**config.mk**
```make
export PLATFORM = sky130hd
export DESIGN_NAME = port_a_ctrl
export DESIGN_NICKNAME = d
export VERILOG_FILES = /design/src/hdl/port_a_ctrl.v /design/src/hdl/sync_bits.v
export VERILOG_INCLUDE_DIRS = /design/src /design/src/shared
export SDC_FILE = /design/constraint.sdc
export NUM_CORES = 1
export LEC_CHECK = 0
export BUFFER_PORTS_ARGS = -buffer_cell sky130_fd_sc_hd__buf_2
export CAP_MARGIN = 25
export CELL_PAD_IN_SITES_DETAIL_PLACEMENT = 1
export CELL_PAD_IN_SITES_GLOBAL_PLACEMENT = 1
export CORE_MARGIN = 2
export CORE_UTILIZATION = 37
export CTS_CLUSTER_SIZE = 25
export DETAILED_ROUTE_END_ITERATION = 10
export HOLD_SLACK_MARGIN = 0.1
export PLACE_DENSITY = 0.75
export SETUP_SLACK_MARGIN = 0.02
export SLEW_MARGIN = 20
export SYNTH_ARGS = -nofsm -noshare
export SYNTH_HDL_FRONTEND = slang
export SYNTH_SLANG_ARGS = --single-unit
```
**constraint.sdc**
```tcl
create_clock -name hclk -period 2.2 [get_ports hclk]
set_input_delay 0.44 -clock hclk [delete_from_list [all_inputs] [get_ports hclk]]
set_output_delay 0.44 -clock hclk [all_outputs]
set_load 0.05 [all_outputs]
```
**src/shared/port_a_defs.vh**
```
/*
  constants for the port A and open-drain control block: register byte
  offsets, implemented-bit masks, reset values and peripheral channel order.
  assumes inclusion by bare name from the design files.
*/
`ifndef PORT_A_DEFS_VH
`define PORT_A_DEFS_VH

// ==========================================================
// register byte offsets
`define OFS_OD_SERIAL_CAPTURE    8'h00
`define OFS_OD_CAPTURE_UNITS     8'h04
`define OFS_OD_UART_PULSE_DELAY  8'h08
`define OFS_ANALOG_SELECT        8'h0c
`define OFS_PORT_A_PIN_LEVELS    8'h10
`define OFS_PORT_A_OUTPUT_LATCH  8'h14
`define OFS_PORT_A_DIRECTION     8'h18

// ==========================================================
// implemented bits
`define MASK_OD_SERIAL_CAPTURE   8'he1
`define MASK_OD_CAPTURE_FULL     8'hff
`define MASK_OD_CAPTURE_SMALL    8'h3f
`define MASK_OD_UART_PULSE_DELAY 8'hc1
`define MASK_ANALOG_CAPABLE      8'h2f
`define MASK_OSC_PINS            8'hc0

// ==========================================================
// field positions
`define BIT_SERIAL1_OD           7
`define BIT_CAPTURE2_OD          6
`define BIT_CAPTURE1_OD          5
`define BIT_SERIAL2_OD           0
`define BIT_UART2_OD             7
`define BIT_UART1_OD             6
`define BIT_PULSE_DELAY_EN       0
`define BIT_TIMER_PIN            5

// ==========================================================
// reset values
`define RST_OD                   8'h00
`define RST_ANALOG_SELECT        8'h2f
`define RST_DIRECTION            8'hff
`define RST_LATCH                8'h00

// ==========================================================
// peripheral pad channels
`define NUM_PERIPH_CH            14
`define CH_SERIAL1               0
`define CH_CAPTURE2              1
`define CH_CAPTURE1              2
`define CH_SERIAL2               3
`define CH_CAPTURE3              4
`define CH_UART1                 12
`define CH_UART2                 13

`endif

```
**src/hdl/port_a_ctrl.v**
```verilog
/*
  port A with analog selection and oscillator-pin sharing, plus the three
  peripheral open-drain control registers, behind an ahb-lite slave.
  assumes a single ahb-lite master, word transfers only; pad inputs are
  asynchronous; peripheral data/drive inputs come from hclk logic.
*/
// Decided for this implementation: the AHB-Lite interface to the registers and the placing of the registers.
// Notes on behaviour
// - first register: serial1, capture2/1, serial2 open-drain
// - unimplemented open-drain bits ignore writes, read zero
// - second register: capture units three to ten
// - small variant lacks capture ten, nine enables
// - third register: uart two, uart one open-drain
// - third register bit zero gates pulse-delay input
// - open-drain bits read/write, reset to zero
// - analog select set means analog, clear digital
// - eight-bit bidirectional port, direction and latch
// - pin four schmitt, others ttl, cmos drivers
// - pins five, three..zero are analog capable
// - direction bits still steer analog pins
// - reset: analog pins read zero, pin four digital
// - external oscillator: pins six, seven read zero
// - internal oscillator frees pins six, seven
// - pin five feeds timer1 clock, timer3 gate
// - port read gives pins, write sets latch
// - direction one is input, zero drives latch
`timescale 1ns/10ps
`default_nettype none
`include "port_a_defs.vh"

module port_a_ctrl #(
    parameter SMALL_VARIANT = 0
) (
    input  wire        hclk,
    input  wire        hresetn,
    input  wire        hsel,
    input  wire [31:0] haddr,
    input  wire [1:0]  htrans,
    input  wire        hwrite,
    input  wire [2:0]  hsize,
    input  wire [31:0] hwdata,
    input  wire        hready,
    output reg         hreadyout,
    output reg  [31:0] hrdata,
    output reg         hresp,
    input  wire        osc_internal_cfg,
    input  wire [7:0]  port_a_pin_in,
    output reg  [7:0]  port_a_pin_out,
    output reg  [7:0]  port_a_pin_oe_n,
    output reg  [7:0]  port_a_analog_sel,
    output reg         timer1_clk_in,
    output reg         timer3_gate_in,
    input  wire        port_f_pin_one_in,
    output reg         pulse_delay_in,
    input  wire [13:0] periph_data,
    input  wire [13:0] periph_drive,
    output reg  [13:0] periph_pad_out,
    output reg  [13:0] periph_pad_oe_n
);

    // ==========================================================
    // declarations
    reg  [7:0]  od_serial_capture_q;
    reg  [7:0]  od_capture_units_q;
    reg  [7:0]  od_uart_pulse_q;
    reg  [7:0]  analog_sel_q;
    reg  [7:0]  latch_q;
    reg  [7:0]  direction_q;
    reg         osc_internal_q;
    reg         cfg_taken_q;
    reg         wr_pend_q;
    reg         rd_pend_q;
    reg  [7:0]  addr_q;
    reg  [7:0]  rdata;
    wire [13:0] od_en;
    reg  [7:0]  digital_mask;
    wire [8:0]  pins_sync;
    wire [7:0]  pa_sync;
    wire        pf1_sync;
    wire        take;
    wire [7:0]  capture_mask;
    wire [7:0]  wbyte;
    genvar      u;
    genvar      p;

    // bit-wise copy of the analog-select reset value for the per-pin flops
    localparam [7:0] ASEL_RESET = `RST_ANALOG_SELECT;

    assign capture_mask = (SMALL_VARIANT != 0) ? `MASK_OD_CAPTURE_SMALL
                                               : `MASK_OD_CAPTURE_FULL;
    assign wbyte = hwdata[7:0];
    assign take  = hsel & hready & htrans[1];

    // ==========================================================
    // pad input synchronisers
    sync_bits #(
        .WIDTH (9)
    ) u_sync (
        .hclk     (hclk),
        .hresetn  (hresetn),
        .async_in ({port_f_pin_one_in, port_a_pin_in}),
        .sync_out (pins_sync)
    );

    assign pa_sync  = pins_sync[7:0];
    assign pf1_sync = pins_sync[8];

    // ==========================================================
    // oscillator mode, caught once after reset release
    // config is static; sampling after release avoids a port value in reset
    always @(posedge hclk or negedge hresetn)
    begin
        if (!hresetn)
        begin
            osc_internal_q <= 1'b0;
            cfg_taken_q    <= 1'b0;
        end
        else if (!cfg_taken_q)
        begin
            osc_internal_q <= osc_internal_cfg;
            cfg_taken_q    <= 1'b1;
        end
    end

    // ==========================================================
    // ahb-lite address and data phase
    // reads take one wait state so a write just before is seen
    always @(posedge hclk or negedge hresetn)
    begin
        if (!hresetn)
        begin
            wr_pend_q <= 1'b0;
            rd_pend_q <= 1'b0;
            addr_q    <= 8'h00;
            hreadyout <= 1'b1;
            hrdata    <= 32'h00000000;
            hresp     <= 1'b0;
        end
        else
        begin
            hresp <= 1'b0;
            if (rd_pend_q)
            begin
                hrdata    <= {24'h000000, rdata};
                hreadyout <= 1'b1;
                rd_pend_q <= 1'b0;
            end
            else if (hready)
            begin
                wr_pend_q <= take & hwrite;
                rd_pend_q <= take & ~hwrite;
                if (take)
                begin
                    addr_q <= haddr[7:0];
                end
                if (take & ~hwrite)
                begin
                    hreadyout <= 1'b0;
                end
            end
        end
    end

    // ==========================================================
    // register file
    always @(posedge hclk or negedge hresetn)
    begin
        if (!hresetn)
        begin
            od_serial_capture_q <= `RST_OD;
            od_capture_units_q  <= `RST_OD;
            od_uart_pulse_q     <= `RST_OD;
            analog_sel_q        <= `RST_ANALOG_SELECT;
            latch_q             <= `RST_LATCH;
            direction_q         <= `RST_DIRECTION;
        end
        else if (wr_pend_q)
        begin
            case (addr_q)
                `OFS_OD_SERIAL_CAPTURE:
                    od_serial_capture_q <= wbyte & `MASK_OD_SERIAL_CAPTURE;
                `OFS_OD_CAPTURE_UNITS:
                    od_capture_units_q <= wbyte & capture_mask;
                `OFS_OD_UART_PULSE_DELAY:
                    od_uart_pulse_q <= wbyte & `MASK_OD_UART_PULSE_DELAY;
                `OFS_ANALOG_SELECT:
                    analog_sel_q <= wbyte & `MASK_ANALOG_CAPABLE;
                `OFS_PORT_A_PIN_LEVELS:
                    latch_q <= wbyte;
                `OFS_PORT_A_OUTPUT_LATCH:
                    latch_q <= wbyte;
                `OFS_PORT_A_DIRECTION:
                    direction_q <= wbyte;
                default:
                    latch_q <= latch_q;
            endcase
        end
    end

    // ==========================================================
    // read mux
    always @*
    begin
        // pins six and seven belong to the oscillator unless internal mode
        digital_mask = osc_internal_q ? 8'hff : ~`MASK_OSC_PINS;
        case (addr_q)
            `OFS_OD_SERIAL_CAPTURE:
                rdata = od_serial_capture_q;
            `OFS_OD_CAPTURE_UNITS:
                rdata = od_capture_units_q;
            `OFS_OD_UART_PULSE_DELAY:
                rdata = od_uart_pulse_q;
            `OFS_ANALOG_SELECT:
                rdata = analog_sel_q;
            `OFS_PORT_A_PIN_LEVELS:
                rdata = pa_sync & ~analog_sel_q & digital_mask;
            `OFS_PORT_A_OUTPUT_LATCH:
                rdata = latch_q & digital_mask;
            `OFS_PORT_A_DIRECTION:
                rdata = direction_q & digital_mask;
            default:
                rdata = 8'h00;
        endcase
    end

    // ==========================================================
    // port A pads
    // thresholds (schmitt on pin four, ttl elsewhere) live in the pad cell
    // analog select does not touch the driver: software must keep
    // the direction bit set on analog pins or the pad fights the source
    generate
        for (p = 0; p < 8; p = p + 1)
        begin : g_pin
            always @(posedge hclk or negedge hresetn)
            begin
                if (!hresetn)
                begin
                    port_a_pin_out[p]    <= 1'b0;
                    port_a_pin_oe_n[p]   <= 1'b1;
                    port_a_analog_sel[p] <= ASEL_RESET[p];
                end
                else
                begin
                    port_a_pin_out[p]    <= latch_q[p] & digital_mask[p];
                    port_a_pin_oe_n[p]   <= direction_q[p] | ~digital_mask[p];
                    port_a_analog_sel[p] <= analog_sel_q[p];
                end
            end
        end
    endgenerate

    // ==========================================================
    // timer inputs from pin five
    // both timers see the pin at once; which one uses it is the timers' choice
    always @(posedge hclk or negedge hresetn)
    begin
        if (!hresetn)
        begin
            timer1_clk_in  <= 1'b0;
            timer3_gate_in <= 1'b0;
        end
        else
        begin
            timer1_clk_in  <= pa_sync[`BIT_TIMER_PIN];
            timer3_gate_in <= pa_sync[`BIT_TIMER_PIN];
        end
    end

    // ==========================================================
    // open-drain enables per peripheral channel
    assign od_en[`CH_SERIAL1]  = od_serial_capture_q[`BIT_SERIAL1_OD];
    assign od_en[`CH_CAPTURE2] = od_serial_capture_q[`BIT_CAPTURE2_OD];
    assign od_en[`CH_CAPTURE1] = od_serial_capture_q[`BIT_CAPTURE1_OD];
    assign od_en[`CH_SERIAL2]  = od_serial_capture_q[`BIT_SERIAL2_OD];
    assign od_en[`CH_UART1]    = od_uart_pulse_q[`BIT_UART1_OD];
    assign od_en[`CH_UART2]    = od_uart_pulse_q[`BIT_UART2_OD];

    // capture units three to ten sit on consecutive channels
    generate
        for (u = 0; u < 8; u = u + 1)
        begin : g_capture_od
            assign od_en[`CH_CAPTURE3 + u] = od_capture_units_q[u];
        end
    endgenerate

    // ==========================================================
    // peripheral pads and pulse-delay input
    genvar c;
    generate
        for (c = 0; c < `NUM_PERIPH_CH; c = c + 1)
        begin : g_pad
            always @(posedge hclk or negedge hresetn)
            begin
                if (!hresetn)
                begin
                    periph_pad_out[c]  <= 1'b0;
                    periph_pad_oe_n[c] <= 1'b1;
                end
                else if (od_en[c])
                begin
                    // low is driven, high is left to the external pull-up
                    periph_pad_out[c]  <= 1'b0;
                    periph_pad_oe_n[c] <= ~(periph_drive[c] & ~periph_data[c]);
                end
                else
                begin
                    periph_pad_out[c]  <= periph_data[c];
                    periph_pad_oe_n[c] <= ~periph_drive[c];
                end
            end
        end
    endgenerate

    always @(posedge hclk or negedge hresetn)
    begin
        if (!hresetn)
        begin
            pulse_delay_in <= 1'b0;
        end
        else
        begin
            pulse_delay_in <= pf1_sync & od_uart_pulse_q[`BIT_PULSE_DELAY_EN];
        end
    end

endmodule
`default_nettype wire

```
**src/hdl/sync_bits.v**
```verilog
/*
  two-flop synchroniser, one per bit.
  assumes inputs asynchronous to hclk; only the second flop is read outside.
*/
`timescale 1ns/10ps
`default_nettype none

module sync_bits #(
    parameter WIDTH = 1
) (
    input  wire             hclk,
    input  wire             hresetn,
    input  wire [WIDTH-1:0] async_in,
    output wire [WIDTH-1:0] sync_out
);

    genvar i;

    // ==========================================================
    // per-bit stages
    generate
        for (i = 0; i < WIDTH; i = i + 1)
        begin : g_bit
            reg stage1_q;
            reg stage2_q;
            always @(posedge hclk or negedge hresetn)
            begin
                if (!hresetn)
                begin
                    stage1_q <= 1'b0;
                    stage2_q <= 1'b0;
                end
                else
                begin
                    stage1_q <= async_in[i];
                    stage2_q <= stage1_q;
                end
            end
            assign sync_out[i] = stage2_q;
        end
    endgenerate

endmodule
`default_nettype wire

```
==> out/metrics.csv, run 1 <==
metric,value,unit
p_switching,1.95,mW
ys_seq_area_frac,0.652,
postLayoutSetupSlackWorst,0.0949,ns
grt_util_all_layers,0.168,
synthCells,366,
path_clk_slew,0.05,ns
synth_commonest_cells,"85 x dfrtp_1, 41 x dfstp_2, 38 x mux2_2, 30 x nand2_1, 29 x buf_4",
crit_cells,4,
critPathMaxFanout,6,
r2r-start,addr_q[5],
fmax,475,MHz
drive_above_1_share,0.486,
grt_overflow,0,
synth_top_area_frac,0.433,
ioPinCount,201,
endpoint,latch_q[0],
outcome,finished clean,
wl_met2,5.81,mm
met1_length,4.76,mm
p_leak,3.02,nW
reg2reg_to,latch_q[0],
fp.dieH,119,um
rsz0062_at_grt,false,
synth_area,0.00491,mm2
numCtsBuffers,17,
tightest_slew,0.609,ns
hp-class,in2reg,
cap_violations,0,
r2r_cells,4,
viasPerCell,4.64,
hold_viol,0,
antenna_left,0,
clockBufferDepth,2,
synth_cell_type_count,43,
grt_pass1_vias,3456,
crit_buf_inv,1,
met3_wirelength,625,um
worstPathRequired,2.49,ns
drt_first_pass_iters,4,
finalWeightedCongestion,0.777,
critical_path.startpoint,addr_q[5],
antenna_found_initial,1,
crit_family,simple AND/OR/NAND/NOR gates,
p_int,4.93,mW
yosysTopAreaCell,dfrtp_1,
clock_sink_count,126,
async_reset_ff_frac,1.00,
synth_area_leaders,"dfrtp_1 43%, dfstp_2 22%, mux2_2 8.7%",
place_hpwl,8.30,mm
finalCritPeriodShare,0.957,
clkPwrFrac,0.414,
synth-edff-count,0,
ir_drop,0.412,mV
vias,3251,
syn_to_final_growth,29.0,%
synth_seq_cells,126,
port-buffer-count,120,
htreeDepth,4,
routed_wl,11.3,mm
p_per_area,1090,mW/mm2
floorplan.initialDensity,0.375,
cts_setup_buffers,0,
max_stage_delay,0.59,ns
initialDrtViolationCount,129,
core.rowCount,42,
finalWorstPathRequiredPeriod,2.11,ns
place_ws,0.109,ns
switching_share,0.283,
cts_tree,done,
crit_path_start_kind,register,
nNetsFinal,624,
clock_skew,0.00775,ns
crit_chain,or4b_1 -> or4_1 -> buf_4 -> mux2_4,
critPathArrivalTime,2.40,ns
grt_pass1_wl,18.1,mm
seq_area,0.00320,mm2
slowest_stage,or4b_1,
yosysWarnings,0,
setup_violations,0,
setup_tns,0,ns
setup.worst_path.end_class,register,
root_buffer,clkbuf_16,
grt_max_degree,57,
whs,0.130,ns
syn_avg_cell_area,13.4,um2
coreArea,0.0131,mm2
antenna_cells,0,
r2r_slack,0.09,ns
dr.max_layer_used,met5,
maxSlewViolCount,0,
synth.most_common_cell,dfrtp_1,
combPwrFrac,0.176,
drcViolationCount,0,
fill_cells,1405,
synthFlopType,dfrtp_1,
crit_type,reg2reg,
die_area,0.0142,mm2
wl_per_cell,16.2,um
clk_latency,0.41,ns
slew_headroom,0.594,
p_seq_frac,0.410,
die-width,119,um
multi_input_area,0.00150,mm2
cell families after synthesis:
logic type / synth area share
AND/OR/NAND/NOR: 0.116
multiplexers: 0.128
other: 0.00153
AO/OA/AOI/OAI: 0.0397
flip-flops: 0.652
buffers and inverters: 0.0621
power groups by stage:
stage                     sequential (mW)  clock [mW]  combinational (mW)
final                                2.82        2.85                1.21
after detailed placement             2.86           0                1.22
after global routing                 2.86        3.02                1.29
after CTS                            2.83        2.91                1.23
after floorplan                      3.18           0               0.534
after global placement               2.84           0                1.19
layer usage:
layer  up-vias  global-route usage
met5         -                   0
met3        14              0.0503
li1       1479                   -
met4         2              0.0625
met2       108               0.283
met1      1648               0.203
flip-flops by register name, indices dropped and copies added, names as in the netlist, 3 cells and up:
name                   cells
addr_q                     8
analog_sel_q               5
direction_q                8
hrdata                     8
latch_q                    8
od_capture_units_q         8
od_serial_capture_q        4
od_uart_pulse_q            3
periph_pad_oe_n           14
periph_pad_out            14
port_a_analog_sel          5
port_a_pin_oe_n            8
port_a_pin_out             8
u_sync.g_bit.stage1_q      9
u_sync.g_bit.stage2_q      9
cell type report:
type | instances | share of cell area
Sequential cell | 126 | 0.506
Multi-Input combinational cell | 217 | 0.237
Timing Repair Buffer | 140 | 0.122
Clock buffer | 25 | 0.0734
Tap cell | 176 | 0.0347
Clock inverter | 7 | 0.0213
Inverter | 10 | 0.00592
metrics by stage:
stage          area [um2]  utilization  cells  power [mW]
6_report             6340        0.484    701        6.88
5_1_grt              6340        0.484    701        7.17
4_1_cts              6340        0.484    701        6.97
3_5_place_dp         5730        0.438    668        4.08
3_3_place_gp         5730        0.438    668        4.03
2_1_floorplan        5010            -    393        3.72
worst register-to-register path, stage by stage (launching register included):
cell and delay [ns]:
dfrtp_1 0.43, or4b_1 0.59, or4_1 0.45, buf_4 0.21, mux2_4 0.31
placed cells by master (no fill, tap or decap), drive strengths merged, types with 2 or more instances in the layout:
cell and n:
bufinv 4, nor2 15, nor3 3, o22ai 2, dfrtp 85, clkbuf 25, conb 29, o221ai 7
nand2 30, nor3b 2, nand3 8, nand3b 8, dfstp 41, o21ai 6, mux2i 8, nand2b 6
and2 4, clkinv 3, a21boi 3, mux2 46, nor2b 20, inv 10, buf 139, a21oi 3
nand4 2
worst min-delay path by stage:
stage                             start  slack, ns                  endpoint  cells after the start
6_report               port_a_pin_in[2]       0.13  u_sync.g_bit[2].stage1_q                      1
3_5_place_dp   u_sync.g_bit[3].stage1_q       0.34  u_sync.g_bit[3].stage2_q                      0
4_1_cts                port_a_pin_in[0]       0.11  u_sync.g_bit[0].stage1_q                      1
5_1_grt                port_a_pin_in[5]       0.11  u_sync.g_bit[5].stage1_q                      1
3_3_place_gp   u_sync.g_bit[5].stage1_q       0.33  u_sync.g_bit[5].stage2_q                      0
2_1_floorplan                   hresetn       0.14                 addr_q[0]                      0
repair_timing:
| action | CTS | global route |
|---|---|---|
| endpoints found under the hold margin | 35 | 0 |
| gates resized for setup | 0 | 0 |
| hold buffers | 1 | 0 |
Note: power is estimated with default switching activity, not from simulation.
==> run 2: changes to the inputs <==
CORE_MARGIN = 4   (was 2)
==> run 2 against run 1 <==
Compared with the run above:
- clock power shrank 1%
- final cell count down 0.86%
- combinational power hardly changed
- worst setup slack worse by 0.0041 ns
- critical path type unchanged
- worst hold slack is essentially flat
- first-iteration DRC count increased by 48%
- register-to-register slack about the same
- maximum frequency shrank 0.19%
- wire length grew 2.8%
- die area rose by 6.8%
==> out/metrics.csv, run 2 (synthesized netlist as in run 1, its figures left out) <==
metric,value,unit,change
outcome,finished clean,,unchanged
combPwrFrac,0.175,,was 0.176
fp.dieH,123,um,was 119 um
clockBufferDepth,2,,unchanged
gr-usage-met3,0.0535,,was 0.0503
hp-class,in2reg,,unchanged
rsz0062_at_grt,false,,unchanged
finalCritPeriodShare,0.959,,was 0.957
antenna_cells,0,,unchanged
ir_drop,0.582,mV,was 0.412 mV
design_area,0.00633,mm2,was 0.00634 mm2
top_usage_layer,met2,,unchanged
tightest_slew,0.629,ns,was 0.609 ns
port-buffer-count,120,,unchanged
antenna_left,0,,unchanged
cts_setup_buffers,0,,unchanged
die-width,123,um,was 119 um
p_per_area,1080,mW/mm2,was 1090 mW/mm2
grt_max_degree,60,,was 57
p_switching,1.97,mW,was 1.95 mW
numCtsBuffers,17,,unchanged
fin_cells,695,,was 701
switching_share,0.288,,was 0.283
coreArea,0.0128,mm2,was 0.0131 mm2
critPathArrivalTime,2.40,ns,about the same
layout_common_cells,"119 x buf_2, 85 x dfrtp_1, 41 x dfstp_2",,unchanged
wl_per_cell,16.8,um,was 16.2 um
drive_above_1_share,0.493,,was 0.486
die_area,0.0152,mm2,was 0.0142 mm2
initialDrtViolationCount,191,,was 129
cts_tree,done,,unchanged
final_util,0.493,,was 0.484
critPathMaxFanout,6,,unchanged
drcViolationCount,0,,unchanged
use_met1,0.202,,was 0.203
grt_pass1_wl,18.5,mm,was 18.1 mm
grt_pass1_vias,3487,,was 3456
r2r_slack,0.09,ns,about the same
clk_latency,0.41,ns,about the same
grt_overflow,0,,unchanged
core.rowCount,41,,was 42
antenna_found_initial,2,,was 1
root_buffer,clkbuf_16,,unchanged
nNetsFinal,622,,was 624
place_area,0.00571,mm2,was 0.00573 mm2
critical_path.startpoint,addr_q[5],,unchanged
final_common_cell,buf_2,,unchanged
layout_top_registers,"periph_pad_oe_n x14, periph_pad_out x14",,unchanged
worstHoldStart,port_a_pin_in[6],,was port_a_pin_in[2]
htreeDepth,4,,unchanged
maxSlewViolCount,0,,unchanged
viasPerCell,4.66,,was 4.64
p_int,4.87,mW,was 4.93 mW
clkPwrFrac,0.411,,was 0.414
clock_sink_count,126,,unchanged
met2_usage,0.260,,was 0.283
p_seq_frac,0.413,,was 0.410
place_ws,0.0115,ns,was 0.109 ns
crit_type,reg2reg,,unchanged
drt_first_pass_iters,4,,unchanged
setup.worst_path.end_class,register,,unchanged
crit_path_start_kind,register,,unchanged
setup_violations,0,,unchanged
grt_util_all_layers,0.165,,was 0.168
vias,3238,,was 3251
floorplan.initialDensity,0.383,,was 0.375
p_leak,3.01,nW,was 3.02 nW
clock_skew,0.00793,ns,was 0.00775 ns
ioPinCount,201,,unchanged
postLayoutSetupSlackWorst,0.0907,ns,was 0.0949 ns
finalWeightedCongestion,0.901,,was 0.777
routed_wl,11.7,mm,was 11.3 mm
worstPathRequired,2.49,ns,about the same
syn_to_final_growth,28.8,%,was 29.0%
cap_violations,0,,unchanged
place_hpwl,8.68,mm,was 8.30 mm
fmax,474,MHz,was 475 MHz
r2r-start,addr_q[5],,unchanged
slew_headroom,0.581,,was 0.594
dp_cells,662,,was 668
setup_tns,0,ns,unchanged
hold_viol,0,,unchanged
path_clk_slew,0.06,ns,was 0.05 ns
finalWorstPathRequiredPeriod,2.11,ns,about the same
## run 2: layer usage
layer / share of wire / vias to the layer above
li1: - / 1471
met1: 0.41 / 1623
met2: 0.49 / 114
met3: 0.066 / 26
met4: 0.031 / 4
met5: 0.0020 / -
## run 2: worst max-delay path, stage by stage, from the launching register on
cell and delay, ns:
dfrtp_1 0.43, or4b_4 0.58, or4_1 0.47, buf_4 0.21, mux2_4 0.29
## run 2: final cells by class
type	count	area [um2]
Timing Repair Buffer	138	757
Multi-Input combinational cell	217	1520
Fill cell	1379	6500
Clock inverter	7	110
Clock buffer	25	485
Tap cell	172	215
Inverter	10	37.5
Sequential cell	126	3200
## run 2: power by group through the flow
stage          Combinational (mW)  Sequential [mW]  Clock, mW
3_3_place_gp                 1.18             2.84          0
6_report                     1.20             2.83       2.81
2_1_floorplan               0.534             3.18          0
5_1_grt                      1.29             2.86       3.00
3_5_place_dp                 1.20             2.86          0
4_1_cts                      1.21             2.83       2.88
## run 2: worst paths after layout
check | cells after the start | endpoint
setup / recovery | 4 | latch_q[1]
hold / removal | 1 | u_sync.g_bit[6].stage1_q
setup reg to reg | 4 | latch_q[1]
hold reg to reg | 0 | u_sync.g_bit[3].stage2_q
max in group asynchronous | 3 | periph_pad_oe_n[5]
min in group asynchronous | 2 | od_serial_capture_q[6]
## run 2: what timing repair did
item | in CTS | in global routing
hold buffers | 1 | 0
hold endpoints to repair | 30 | 0
gates resized for setup | 1 | 2
setup endpoints to repair | 8 | 6
## run 2: through the flow
step / power, mW / hold WS, ns
after global placement: 4.02 / 0.331
after CTS: 6.93 / 0.108
after floorplan: 3.72 / 0.144
final: 6.84 / 0.130
after global routing: 7.16 / 0.114
after detailed placement: 4.07 / 0.336
==> run 3: changes to the inputs <==
RECOVER_POWER = 50   (was not set)
==> run 3 against run 2 <==
Compared with the run above:
- maximum frequency about the same
- via count increased by 0.34%
- worst hold slack got worse by 0.00054 ns
- wire length about the same
- combinational power about the same
- critical endpoint unchanged
- largest cell class unchanged
==> out/metrics.csv, run 3 (synthesized netlist as in run 1, its figures left out) <==
metric,value,unit,change
crit_path_start_kind,register,,unchanged
p_per_area,1080,mW/mm2,about the same
seq_area,0.00320,mm2,unchanged
drt_first_pass_iters,4,,unchanged
setup.worst_path.end_class,register,,unchanged
layout_common_cells,"119 x buf_2, 85 x dfrtp_1, 38 x mux2_2",,"was 119 x buf_2, 85 x dfrtp_1, 41 x dfstp_2"
critPathArrivalTime,2.40,ns,about the same
clockBufferDepth,2,,unchanged
critPathMaxFanout,6,,unchanged
cts_tree,done,,unchanged
ioPinCount,201,,unchanged
multi_input_area,0.00152,mm2,unchanged
floorplan.initialDensity,0.383,,unchanged
fin_cells,695,,unchanged
clock_sink_count,126,,unchanged
port-buffer-count,120,,unchanged
antenna_left,0,,unchanged
slew_headroom,0.237,,was 0.581
dp_cells,662,,unchanged
crit_chain,or4b_4 -> or4_1 -> buf_4 -> mux2_4,,unchanged
numCtsBuffers,17,,unchanged
root_buffer,clkbuf_16,,unchanged
worstPathRequired,2.49,ns,about the same
antenna_found_initial,2,,unchanged
p_int,4.86,mW,was 4.87 mW
fp.dieH,123,um,unchanged
p_seq_frac,0.412,,was 0.413
cts_setup_buffers,0,,unchanged
coreArea,0.0128,mm2,unchanged
htreeDepth,4,,unchanged
rsz0062_at_grt,false,,unchanged
viasPerCell,4.67,,was 4.66
tightest_slew,1.14,ns,was 0.629 ns
slowest_stage,or4b_4,,unchanged
antenna_cells,0,,unchanged
die_area,0.0152,mm2,unchanged
vias,3249,,was 3238
clkPwrFrac,0.412,,was 0.411
setup_violations,0,,unchanged
p_switching,1.97,mW,about the same
hold_viol,0,,unchanged
initialDrtViolationCount,186,,was 191
grt_pass1_vias,3487,,unchanged
finalCritPeriodShare,0.958,,was 0.959
fill_cells,1382,,was 1379
ir_drop,0.580,mV,was 0.582 mV
finalWorstPathRequiredPeriod,2.11,ns,about the same
grt_max_degree,60,,unchanged
power.total,6.83,mW,was 6.84 mW
fmax,474,MHz,about the same
final_common_cell,buf_2,,unchanged
max_stage_delay,0.58,ns,about the same
hp-class,in2reg,,unchanged
nNetsFinal,622,,unchanged
layout_top_registers,"periph_pad_oe_n x14, periph_pad_out x14",,unchanged
grt_pass1_wl,18.5,mm,unchanged
finalWeightedCongestion,0.901,,unchanged
combPwrFrac,0.175,,about the same
setup_tns,0,ns,unchanged
cap_violations,0,,unchanged
wl_per_cell,16.8,um,about the same
core.rowCount,41,,unchanged
crit_type,reg2reg,,unchanged
switching_share,0.288,,about the same
drcViolationCount,0,,unchanged
p_leak,3.00,nW,was 3.01 nW
outcome,finished clean,,unchanged
grt_overflow,0,,unchanged
path_clk_slew,0.06,ns,about the same
clock_skew,0.00845,ns,was 0.00793 ns
syn_to_final_growth,28.4,%,was 28.8%
die-width,123,um,unchanged
maxSlewViolCount,0,,unchanged
routed_wl,11.7,mm,about the same
drive_above_1_share,0.468,,was 0.493
clk_latency,0.41,ns,about the same
place_hpwl,8.68,mm,unchanged
grt_util_all_layers,0.165,,unchanged
==> run 3: cell count changes in the layout (fill, tap and decap cells not counted) <==
cell and change:
and2_0 +2, and2_1 -2, buf_12 -1, buf_4 -2, clkbuf_2 +3, dfstp_1 +13, dfstp_2 -13
==> run 3: worst max-delay path: cells and delay by family, from the launching register on <==
| family | cells | cell delay, ns |
|---|---|---|
| buffers and inverters | 1 | 0.21 |
| multiplexers | 1 | 0.29 |
| AND/OR/NAND/NOR | 2 | 1.05 |
| flip-flops | 1 | 0.43 |
==> run 3: metrics by stage <==
stage | setup slack, ns | cell area (um2) | utilization | hold WS (ns)
after floorplan | 0.281 | 5010 | - | 0.144
after global placement | 0.0920 | 5710 | 0.445 | 0.331
after detailed placement | 0.0115 | 5710 | 0.445 | 0.336
after CTS | 0.0765 | 6320 | 0.493 | 0.108
after global routing | 0.0508 | 6310 | 0.492 | 0.114
final | 0.0922 | 6310 | 0.492 | 0.129
==> run 3: area by class of cell <==
cell class	count	share of cell area
well taps	172	0.0341
flip-flops and latches	126	0.508
repair buffers	138	0.117
inverters	10	0.00595
multi-input cells	217	0.240
clock inverters	7	0.0175
clock buffers	25	0.0770
==> run 3: power groups by stage <==
stage / Sequential (mW) / Combinational [mW] / Clock [mW]
floorplan: 3.18 / 0.534 / 0
global placement: 2.84 / 1.18 / 0
detailed placement: 2.86 / 1.20 / 0
CTS: 2.83 / 1.21 / 2.88
global route: 2.85 / 1.28 / 3.00
finish: 2.82 / 1.20 / 2.82
==> run 3: per-layer routing <==
layer	vias to the layer above	share of wire	GRT usage
met5	-	0.0020	0
met4	4	0.031	0.0872
met3	26	0.064	0.0535
met2	115	0.49	0.260
met1	1635	0.42	0.202
li1	1469	-	-
==> run 3: path summary, 6_finish.rpt <==
kind,start,end,slack [ns],depth (start not counted)
worst max register to register,addr_q[5],latch_q[1],0.09,4
max in group asynchronous,hresetn,periph_pad_oe_n[5],0.31,3
min in group asynchronous,hresetn,od_serial_capture_q[6],0.77,2
worst min-delay path,port_a_pin_in[6],u_sync.g_bit[6].stage1_q,0.13,1
worst min register to register,u_sync.g_bit[3].stage1_q,u_sync.g_bit[3].stage2_q,0.34,0
worst max-delay path,addr_q[5],latch_q[1],0.09,4
==> run 3: repair_timing <==
| action | CTS | global route |
|---|---|---|
| gates cloned | 0 | 0 |
| endpoints found under the setup margin | 8 | 6 |
| pin swaps | 0 | 0 |
| resized for setup | 1 | 2 |
| endpoints found under the hold margin | 30 | 0 |
| hold buffers | 1 | 0 |
